## config.mk

```make
export PLATFORM = sky130hd
export DESIGN_NAME = fwsq_host
export DESIGN_NICKNAME = d
export VERILOG_FILES = /design/src/core/fwsq_pkg.sv /design/src/core/fwsq_sync.sv /design/src/core/fwsq_host.sv
export SDC_FILE = /design/constraint.sdc
export NUM_CORES = 1
export LEC_CHECK = 0
export BUFFER_PORTS_ARGS = -buffer_cell sky130_fd_sc_hd__buf_4
export CAP_MARGIN = 20
export CORE_MARGIN = 2
export CORE_UTILIZATION = 50
export CTS_CLUSTER_SIZE = 20
export DETAILED_ROUTE_END_ITERATION = 10
export MAX_ROUTING_LAYER = met4
export PLACE_DENSITY = 0.76
export SYNTH_ARGS = -nofsm -noshare
export SYNTH_HDL_FRONTEND = slang
export SYNTH_SLANG_ARGS = --single-unit
export TNS_END_PERCENT = 100
```

## constraint.sdc

```tcl
create_clock -name pclk -period 2.1 [get_ports pclk]
set_input_delay 0.315 -clock pclk [delete_from_list [all_inputs] [get_ports pclk]]
set_output_delay 0.315 -clock pclk [all_outputs]
set_load 0.05 [all_outputs]
```

## src/core/fwsq_pkg.sv

```systemverilog
// package: constants for the flash status poller host controller
package fwsq_pkg;
  // ****************************************************************
  // apb register map of the controller
  // ****************************************************************
  localparam logic [7:0] REG_CTRL   = 8'h00;
  localparam logic [7:0] REG_ADDR   = 8'h04;
  localparam logic [7:0] REG_WDATA  = 8'h08;
  localparam logic [7:0] REG_STATUS = 8'h0C;
  localparam logic [7:0] REG_RDATA  = 8'h10;
  // ctrl bit positions
  localparam int CTRL_GO_BIT   = 0;
  localparam int CTRL_OP_LSB   = 1;
  localparam int CTRL_BYTE_BIT = 3;
  // op codes
  localparam logic [1:0] OP_READ  = 2'h0;
  localparam logic [1:0] OP_WRITE = 2'h1;
  localparam logic [1:0] OP_POLL  = 2'h2;
  localparam logic [1:0] OP_QUERY = 2'h3;
  // status bit positions
  localparam int ST_BUSY_BIT    = 0;
  localparam int ST_DONE_BIT    = 1;
  localparam int ST_FAIL_BIT    = 2;
  localparam int ST_RDYBSY_BIT  = 3;
  localparam int ST_WINDOW_BIT  = 4;
  localparam int ST_SUSP_BIT    = 5;
  // ****************************************************************
  // status bit positions on the flash data bus
  // ****************************************************************
  localparam int POLL_BIT_POS    = 7;
  localparam int TOGGLE1_POS     = 6;
  localparam int TIME_LIMIT_POS  = 5;
  localparam int ERASE_WIN_POS   = 3;
  localparam int TOGGLE2_POS     = 2;
  // ****************************************************************
  // query table word addresses and expected answers
  // ****************************************************************
  localparam logic [7:0]  QRY_WRITE_TO_ADDR = 8'h1F;
  localparam logic [15:0] QRY_WRITE_TO_VAL  = 16'h0004;
  localparam logic [7:0]  QRY_ERASE_TO_ADDR = 8'h21;
  localparam logic [15:0] QRY_ERASE_TO_VAL  = 16'h000A;
  localparam logic [7:0]  QRY_IFACE_ADDR    = 8'h28;
  localparam logic [15:0] QRY_IFACE_VAL     = 16'h0002;
  localparam logic [7:0]  QRY_REGIONS_ADDR  = 8'h2C;
  localparam logic [15:0] QRY_REGIONS_VAL   = 16'h0002;
  localparam logic [7:0]  QRY_BOOT_ADDR     = 8'h4F;
  localparam logic [15:0] QRY_BOOT_BOTTOM   = 16'h0002;
  localparam logic [15:0] QRY_BOOT_TOP      = 16'h0003;
  // ****************************************************************
  // bus cycle timing
  // ****************************************************************
  localparam int CLK_PERIOD_PS   = 5000;
  localparam int ACCESS_NS       = 90;
  localparam int ACCESS_CYC      = (ACCESS_NS * 1000 + CLK_PERIOD_PS - 1)
                                   / CLK_PERIOD_PS;
  localparam int STROBE_NS       = 50;
  localparam int STROBE_CYC      = (STROBE_NS * 1000 + CLK_PERIOD_PS - 1)
                                   / CLK_PERIOD_PS;
  localparam int RECOVER_NS      = 30;
  localparam int RECOVER_CYC     = (RECOVER_NS * 1000 + CLK_PERIOD_PS - 1)
                                   / CLK_PERIOD_PS;
  localparam logic [31:0] RESET_ZERO = 32'h0000_0000;
  // bus cycle states, gray from IDLE to EVAL; EVAL back to IDLE changes two bits
  typedef enum logic [2:0] {
    FWSQ_IDLE  = 3'b000,
    FWSQ_SETUP = 3'b001,
    FWSQ_STRB  = 3'b011,
    FWSQ_HOLD  = 3'b010,
    FWSQ_EVAL  = 3'b110
  } fwsq_state_t;
endpackage : fwsq_pkg

```

## src/core/fwsq_sync.sv

```systemverilog
// file: three-stage input synchroniser with agreement filter
`timescale 1ns/1ps
module fwsq_sync #(
  parameter int W = 1
) (
  input  wire logic         pclk,
  input  wire logic         presetn,
  input  wire logic [W-1:0] din,
  output logic      [W-1:0] dout
);
  logic [W-1:0] s1_q;
  logic [W-1:0] s2_q;
  logic [W-1:0] s3_q;
  always_ff @(posedge pclk or negedge presetn) begin
    if (!presetn) begin
      s1_q <= '0;
      s2_q <= '0;
      s3_q <= '0;
    end else begin
      s1_q <= din;
      s2_q <= s1_q;
      s3_q <= s2_q;
    end
  end
  // a bit changes only once the last two stages agree
  always_ff @(posedge pclk or negedge presetn) begin
    if (!presetn) begin
      dout <= '0;
    end else begin
      for (int i = 0; i < W; i++) begin
        if (s2_q[i] == s3_q[i]) begin
          dout[i] <= s3_q[i];
        end
      end
    end
  end
endmodule : fwsq_sync

```

## src/core/fwsq_host.sv

```systemverilog
// file: host controller that drives the flash pins and polls its status
//
// Implementation choices: the address map and the APB slave port.
`timescale 1ns/1ps
// Summary of operation
// RULE_01: device shows inverted datum bit seven on poll bit while programming.
// RULE_02: host polls program status at the very address being programmed.
// RULE_03: protected program target shows poll status about 1 us, then array.
// RULE_04: poll bit reads 0 during erase, 1 when done or suspended.
// RULE_05: all-protected erase shows poll status about 100 us, then array.
// RULE_06: host polls erase status at an address inside a selected sector.
// RULE_07: after poll bit turns true, host reads again before trusting data.
// RULE_08: toggle bit one flips on each read during program or erase.
// RULE_09: all-protected erase toggles toggle bit one for 100 us.
// RULE_10: protected program address toggles toggle bit one for about 2 us.
// RULE_11: toggle bit one stops flipping once erase suspend is entered.
// RULE_12: toggle bit one flips during program inside erase suspend.
// RULE_13: toggle bit two flips only in sectors selected for erase.
// RULE_14: suspended sector reads poll 1, bit one steady, bit two flipping.
// RULE_15: toggle bit two is valid after the final command strobe rises.
// RULE_16: host reads twice, compares toggle bit; unchanged means complete.
// RULE_17: query word 1F returns 0004, word 21 returns 000A.
// RULE_18: query word 28 returns 0002; byte address is twice word address.
// RULE_19: query word 2C reports 0002 erase block regions.
// RULE_20: query word 4F returns 02h bottom boot or 03h top boot.
// RULE_21: time-limit flag set to one means the operation failed; host fails only if the flag stands on two reads and bit one still flips.
// RULE_22: erase-window flag low until time-out expires, high once erasing.
// RULE_23: ready/busy output low while programming or erasing, else high.
// RULE_24: toggling means inversion between each pair of consecutive reads.
module fwsq_host #(
  parameter int AW = 22,
  parameter int DW = 16
) (
  input  wire logic          pclk,
  input  wire logic          presetn,
  input  wire logic          psel,
  input  wire logic          penable,
  input  wire logic          pwrite,
  input  wire logic [7:0]    paddr,
  input  wire logic [31:0]   pwdata,
  output logic      [31:0]   prdata,
  output logic               pready,
  output logic               pslverr,
  output logic      [AW-1:0] flash_addr,
  output logic               flash_ce_n,
  output logic               flash_oe_n,
  output logic               flash_we_n,
  output logic               flash_byte_n,
  input  wire logic [DW-1:0] flash_dq_in,
  output logic      [DW-1:0] flash_dq_out,
  output logic               flash_dq_oe,
  input  wire logic          ready_busy_out
);
  // ****************************************************************
  // registers
  // ****************************************************************
  logic [1:0]    op_q;
  logic          byte_q;
  logic [AW-1:0] addr_q;
  logic [DW-1:0] wdata_q;
  logic [DW-1:0] rdata_q;
  logic [DW-1:0] prev_q;
  logic          have_prev_q;
  logic          busy_q;
  logic          done_q;
  logic          fail_q;
  logic          susp_q;
  logic          win_q;
  logic          go;
  fwsq_pkg::fwsq_state_t state_q;
  logic [7:0]    cnt_q;
  logic [DW-1:0] dq_s;
  logic          rb_s;
  logic [DW-1:0] sample;
  logic          verdict;
  logic          timeout_seen;
  fwsq_sync #(.W(DW + 1)) u_sync (
    .pclk    (pclk),
    .presetn (presetn),
    .din     ({ready_busy_out, flash_dq_in}),
    .dout    ({rb_s, dq_s})
  );
  // ****************************************************************
  // apb slave
  // ****************************************************************
  assign pready  = 1'b1;
  assign pslverr = 1'b0;
  assign go = psel && penable && pwrite && !busy_q
              && paddr == fwsq_pkg::REG_CTRL
              && pwdata[fwsq_pkg::CTRL_GO_BIT];
  always_ff @(posedge pclk or negedge presetn) begin
    if (!presetn) begin
      op_q    <= fwsq_pkg::OP_READ;
      byte_q  <= 1'b0;
      addr_q  <= '0;
      wdata_q <= '0;
    end else if (psel && penable && pwrite && !busy_q) begin
      if (paddr == fwsq_pkg::REG_CTRL) begin
        op_q   <= pwdata[fwsq_pkg::CTRL_OP_LSB +: 2];
        byte_q <= pwdata[fwsq_pkg::CTRL_BYTE_BIT];
      end else if (paddr == fwsq_pkg::REG_ADDR) begin
        addr_q <= pwdata[AW-1:0];
      end else if (paddr == fwsq_pkg::REG_WDATA) begin
        wdata_q <= pwdata[DW-1:0];
      end
    end
  end
  always_comb begin
    prdata = fwsq_pkg::RESET_ZERO;
    if (paddr == fwsq_pkg::REG_CTRL) begin
      prdata[fwsq_pkg::CTRL_OP_LSB +: 2] = op_q;
      prdata[fwsq_pkg::CTRL_BYTE_BIT]    = byte_q;
    end else if (paddr == fwsq_pkg::REG_ADDR) begin
      prdata[AW-1:0] = addr_q;
    end else if (paddr == fwsq_pkg::REG_WDATA) begin
      prdata[DW-1:0] = wdata_q;
    end else if (paddr == fwsq_pkg::REG_STATUS) begin
      prdata[fwsq_pkg::ST_BUSY_BIT]   = busy_q;
      prdata[fwsq_pkg::ST_DONE_BIT]   = done_q;
      prdata[fwsq_pkg::ST_FAIL_BIT]   = fail_q;
      prdata[fwsq_pkg::ST_RDYBSY_BIT] = rb_s;       // [RULE_23]
      prdata[fwsq_pkg::ST_WINDOW_BIT] = win_q;
      prdata[fwsq_pkg::ST_SUSP_BIT]   = susp_q;
    end else if (paddr == fwsq_pkg::REG_RDATA) begin
      prdata[DW-1:0] = rdata_q;
    end
  end
  // ****************************************************************
  // flash bus cycle sequencer
  // ****************************************************************
  assign sample = dq_s;
  always_ff @(posedge pclk or negedge presetn) begin
    if (!presetn) begin
      state_q <= fwsq_pkg::FWSQ_IDLE;
      cnt_q   <= '0;
    end else begin
      case (state_q)
        fwsq_pkg::FWSQ_IDLE: begin
          if (go) begin
            state_q <= fwsq_pkg::FWSQ_SETUP;
          end
        end
        fwsq_pkg::FWSQ_SETUP: begin
          state_q <= fwsq_pkg::FWSQ_STRB;
          cnt_q   <= (op_q == fwsq_pkg::OP_WRITE)
                     ? 8'(fwsq_pkg::STROBE_CYC)
                     : 8'(fwsq_pkg::ACCESS_CYC + 4);
        end
        fwsq_pkg::FWSQ_STRB: begin
          if (cnt_q == 8'h00) begin
            state_q <= fwsq_pkg::FWSQ_HOLD;
            cnt_q   <= 8'(fwsq_pkg::RECOVER_CYC);
          end else begin
            cnt_q <= cnt_q - 8'h01;
          end
        end
        fwsq_pkg::FWSQ_HOLD: begin
          if (cnt_q == 8'h00) begin
            state_q <= fwsq_pkg::FWSQ_EVAL;
          end else begin
            cnt_q <= cnt_q - 8'h01;
          end
        end
        fwsq_pkg::FWSQ_EVAL: begin
          // a poll with no verdict yet issues another read cycle
          if (op_q == fwsq_pkg::OP_POLL && busy_q && !verdict
              && !timeout_seen) begin
            state_q <= fwsq_pkg::FWSQ_SETUP;
          end else begin
            state_q <= fwsq_pkg::FWSQ_IDLE;
          end
        end
        default: state_q <= fwsq_pkg::FWSQ_IDLE;
      endcase
    end
  end
  // pin drive; query uses word address, doubled when in byte mode
  always_ff @(posedge pclk or negedge presetn) begin
    if (!presetn) begin
      flash_addr   <= '0;
      flash_ce_n   <= 1'b1;
      flash_oe_n   <= 1'b1;
      flash_we_n   <= 1'b1;
      flash_byte_n <= 1'b1;
      flash_dq_out <= '0;
      flash_dq_oe  <= 1'b0;
    end else begin
      flash_byte_n <= !byte_q;
      if (state_q == fwsq_pkg::FWSQ_SETUP) begin
        flash_addr <= (op_q == fwsq_pkg::OP_QUERY && byte_q)
                      ? {addr_q[AW-2:0], 1'b0} : addr_q; // [RULE_18]
        flash_ce_n   <= 1'b0;
        flash_dq_out <= wdata_q;
        flash_dq_oe  <= (op_q == fwsq_pkg::OP_WRITE);
        flash_oe_n   <= (op_q == fwsq_pkg::OP_WRITE);
        flash_we_n   <= (op_q != fwsq_pkg::OP_WRITE);
      end else if (state_q == fwsq_pkg::FWSQ_STRB && cnt_q == 8'h00) begin
        // strobes rise together; oe release gives each poll a new cycle
        flash_ce_n <= 1'b1;
        flash_oe_n <= 1'b1;
        flash_we_n <= 1'b1;                                    // [RULE_15]
      end else if (state_q == fwsq_pkg::FWSQ_HOLD && cnt_q == 8'h00) begin
        flash_dq_oe <= 1'b0;
      end
    end
  end
  // ****************************************************************
  // read capture and status evaluation
  // ****************************************************************
  always_ff @(posedge pclk or negedge presetn) begin
    if (!presetn) begin
      rdata_q     <= '0;
      prev_q      <= '0;
      have_prev_q <= 1'b0;
      busy_q      <= 1'b0;
      done_q      <= 1'b0;
      fail_q      <= 1'b0;
      susp_q      <= 1'b0;
      win_q       <= 1'b0;
    end else if (go) begin
      busy_q      <= 1'b1;
      done_q      <= 1'b0;
      fail_q      <= 1'b0;
      susp_q      <= 1'b0;
      have_prev_q <= 1'b0;
    end else if (state_q == fwsq_pkg::FWSQ_STRB && cnt_q == 8'h00
                 && op_q != fwsq_pkg::OP_WRITE) begin
      rdata_q <= sample;
      // the address held for polling is the programmed or erased one
      if (op_q == fwsq_pkg::OP_POLL) begin                  // [RULE_02] [RULE_06]
        win_q       <= sample[fwsq_pkg::ERASE_WIN_POS];     // [RULE_22]
        prev_q      <= sample;
        have_prev_q <= 1'b1;
      end
    end else if (state_q == fwsq_pkg::FWSQ_EVAL) begin
      if (op_q != fwsq_pkg::OP_POLL) begin
        busy_q <= 1'b0;
        done_q <= 1'b1;
      end else if (verdict || timeout_seen) begin
        busy_q <= 1'b0;
        done_q <= 1'b1;
        fail_q <= timeout_seen;                             // [RULE_21]
      end
    end
  end
  // toggle comparison over two consecutive reads
  logic [DW-1:0] last_q;
  logic          last_ok_q;
  logic          settle_q;
  always_ff @(posedge pclk or negedge presetn) begin
    if (!presetn) begin
      last_q    <= '0;
      last_ok_q <= 1'b0;
      settle_q  <= 1'b0;
    end else if (go) begin
      last_ok_q <= 1'b0;
      settle_q  <= 1'b0;
    end else if (state_q == fwsq_pkg::FWSQ_EVAL
                 && op_q == fwsq_pkg::OP_POLL) begin
      last_q    <= rdata_q;
      last_ok_q <= 1'b1;
      if (last_ok_q && rdata_q[fwsq_pkg::TOGGLE1_POS]
          == last_q[fwsq_pkg::TOGGLE1_POS]) begin           // [RULE_16] [RULE_24]
        // bit one steady: settled, done on the next read; bit two is not examined and susp_q stays 0
        settle_q <= 1'b1;                                   // [RULE_07]
      end
    end
  end
  // verdict, taken one read after the toggle stopped
  assign verdict = state_q == fwsq_pkg::FWSQ_EVAL
                   && op_q == fwsq_pkg::OP_POLL && settle_q;
  // fail only when the limit flag stands on two reads and bit one flips
  assign timeout_seen = state_q == fwsq_pkg::FWSQ_EVAL
                        && op_q == fwsq_pkg::OP_POLL && last_ok_q
                        && rdata_q[fwsq_pkg::TIME_LIMIT_POS]
                        && last_q[fwsq_pkg::TIME_LIMIT_POS]
                        && rdata_q[fwsq_pkg::TOGGLE1_POS]
                           != last_q[fwsq_pkg::TOGGLE1_POS];
endmodule : fwsq_host

```

==> metrics.txt <==
status complete, but fails checks; failing checks negative setup slack; RR Startpoint cnt_q[0]$_DFFE_PN0P_; crit-path max FO 5; antenna cell count 0; Leak Pwr 4.96 nW; Final WS setup -0.196 ns; vias in the first global route 5,240; CTS sink count 187; port bufs 116; final setup vio count 22; Post-Synth XOR/XNOR Area 0.234%; Post-DRT Antenna Nets 0; gpl congestion 0.899; post-synthesis async set-or-reset flop share 100%; worst endpoint required time 1.78 ns; cell family with most CP delay simple AND/OR/NAND/NOR gates; drt pass-1 iters 7; initial antenna violation count 0; Reg-to-Reg End rdata_q[10]$_DFFE_PN0P_; wire per inst 17.6 um; worst relative slew slack 52.8%; most frequent cells in the layout 183 x dfrtp_1, 117 x buf_4, 88 x nand2_1, 30 x mux2_4, 30 x mux2_2; post-place setup slack -0.243 ns; R2R cell count 7; Synth cell types 56; sequential fraction of the synthesis area 62.5%; hold_sp pwdata[16]; ys flop type dfrtp_1; Final Max Slew Viols 0; IO Count 139; die width 126 um; Longest Clk Path Bufs 2; cells after synthesis 580; CORE AREA 14,600 um^2; Worst path most repeated cell buf_6; Tcrit/Tclk final 109%; Cell Area, Synth 7490 um^2; first-pass GRT wire length 26.9 mm; fillers 1,011; Max Freq 0.436 GHz; clock-pin slew on the worst setup and hold paths 0.07 ns; Nets 805; cell taking the most area after synthesis dfrtp_1; reg-to-reg setup timing slack 0.05 ns; total chip power 8.69 mW; HP Class primary input to flip-flop; die area 16,000 um^2; Yosys reg bits 187; hold endpoint addr_q[16]$_DFFE_PN0P_; CP Capture Type primary output; Tightest Pin Transition 0.701 ns; mux cell area share after synthesis 13.8%; Synth top area share 61.1%; yosys warns 0; crit path kind primary input to primary output; chip height 126 um; layout cell share with drive strength beyond 1 38.3%; largest vdd supply drop 654 uV; RSZ-0062 raised after global routing yes; # rows 44; shortest period the worst path allows 2.30 ns; Syn Area/Cell 12.9 um^2; WP depth 8; initial core utilization 51.3%; dominant cells by area after synthesis dfrtp_1 61%, mux2_2 4.5%, nand2_1 4.5%, mux2_4 4.0%, mux2i_1 3.7%; P&R area growth vs syn 31.6%; setup TNS -2.54 ns; root buf cell clkbuf_16; vias 5,060; worst skew pair latency 0.44 ns; CP bufs+invs 4; Max Cap Viol 0; # DRC 0; total clock buffers created by CTS 17; worst hold stages 2; largest family of logic cells by synthesized area multiplexers; via density per instance 5.39; GRT Total Usage 22.1%; post-synthesis adder-cell area fraction 2.61%; Clock Skew 0.0127 ns; final hold vios 0; cell chain of the critical path buf_6, or4_4, buf_6, nor3_2, buf_4, a32oi_2, a21oi_4, buf_6; largest net degree at the start of global routing 67; EDFF count, synth 0; pwr dens 881 nW/um^2; Routed WL 16.5 mm; initial DRC count 416; Slowest cell on crit path or4_4; H-Tree Depth 4; post-synthesis simple-gate area fraction 10.1%; WP data arrival 1.98 ns; Crit path largest cell delay 0.62 ns; CP startpoint kind primary input; Synth Area in Compound Gates 6.80%; most common cell after layout, fill and taps aside dfrtp_1; CTS tree built; total gr overflow 0; Final HPWL DP 11.4 mm
-- stage by stage --
stage | std cells | area, um^2 | util, % | hold slack (ns)
floorplan | 590 | 7670 | - | 0.0194
global placement | 882 | 8850 | 60.6 | 0.311
detailed placement | 882 | 8850 | 60.6 | 0.318
CTS | 935 | 9830 | 67.4 | 0.0854
global route | 938 | 9860 | 67.6 | 0.0850
finish | 938 | 9860 | 67.6 | 0.109
-- how the worst max path moves through the flow --
stage / slack (ns) / startpoint / to
2_1_floorplan: -0.21 / paddr[1] / prdata[16]
3_3_place_gp: -0.19 / paddr[1] / prdata[5]
3_5_place_dp: -0.24 / paddr[1] / prdata[4]
4_1_cts: -0.18 / paddr[6] / prdata[5]
5_1_grt: -0.22 / paddr[6] / prdata[4]
6_report: -0.20 / paddr[6] / prdata[4]
-- repair_timing --
action | 4_1_cts | 5_1_grt
setup endpoints to repair | 33 | 38
pin swaps | 9 | 1
hold endpoints to repair | 72 | 0
hold buffers | 18 | 0
gates resized for setup | 43 | 4
buffers inserted | 3 | 3
-- worst reg2reg max path, stage by stage (launching register included) --
cell	delay, ns
dfrtp_1	0.43
inv_2	0.08
ha_1	0.14
nor4b_4	0.23
nand4_1	0.24
a211o_1	0.34
buf_12	0.17
mux2_4	0.31
-- report_power, final --
| part | internal, mW | total, mW | switching (mW) |
|---|---|---|---|
| Sequential | 3.95 | 4.25 | 0.302 |
| Combinational | 0.596 | 1.21 | 0.619 |
| Clock | 1.71 | 3.22 | 1.51 |
-- logic make-up after synthesis --
group,after synthesis
AND/OR/NAND/NOR,155
buffers and inverters,53
other,2
adder cells (fa/ha/maj),19
multiplexers,88
AO/OA/AOI/OAI,74
XOR/XNOR,2
flip-flops,187
-- Yosys cell counts (all sizes together), types with 2 or more instances --
master	instances
buf	25
a32oi	3
inv	15
a22oi	3
a211oi	2
dfrtp	183
nor2	16
a222oi	11
nor2b	7
nor4b	3
a21oi	6
nor3	4
mux2	60
o21ai	28
clkbuf	13
nand2	90
ha	2
nand3	11
dfstp	4
and4b	2
o21a	2
nand2b	5
a211o	2
and2	8
conb	2
a31oi	3
o22ai	3
maj3	17
nor4	4
mux2i	28
o311ai	2
-- per-layer routing --
| layer | wire [um] | GRT usage (%) | vias to the layer above |
|---|---|---|---|
| met4 | 400 | 9.63 | 0 |
| met1 | 7130 | 28.2 | 2532 |
| met5 | 0 | - | - |
| met3 | 771 | 4.39 | 29 |
| met2 | 8210 | 34.8 | 173 |
| li1 | - | - | 2326 |
-- flip-flops by register name (all words and copies together), names as in the netlist, 16 cells and up --
name	count
addr_q	22
flash_addr	22
flash_dq_out	16
rdata_q	16
u_sync.dout	17
u_sync.s1_q	17
u_sync.s2_q	17
u_sync.s3_q	17
wdata_q	16
-- area by class of cell --
cell class	instances	area [um^2]	share of cell area (%)
clock buffers	17	425	4.32
inverters	15	56.3	0.571
flip-flops and latches	187	4680	47.5
multi-input cells	350	2730	27.7
well taps	184	230	2.34
clock inverters	15	181	1.84
repair buffers	170	1550	15.8
No activity file was read; power rests on OpenSTA's default activity.
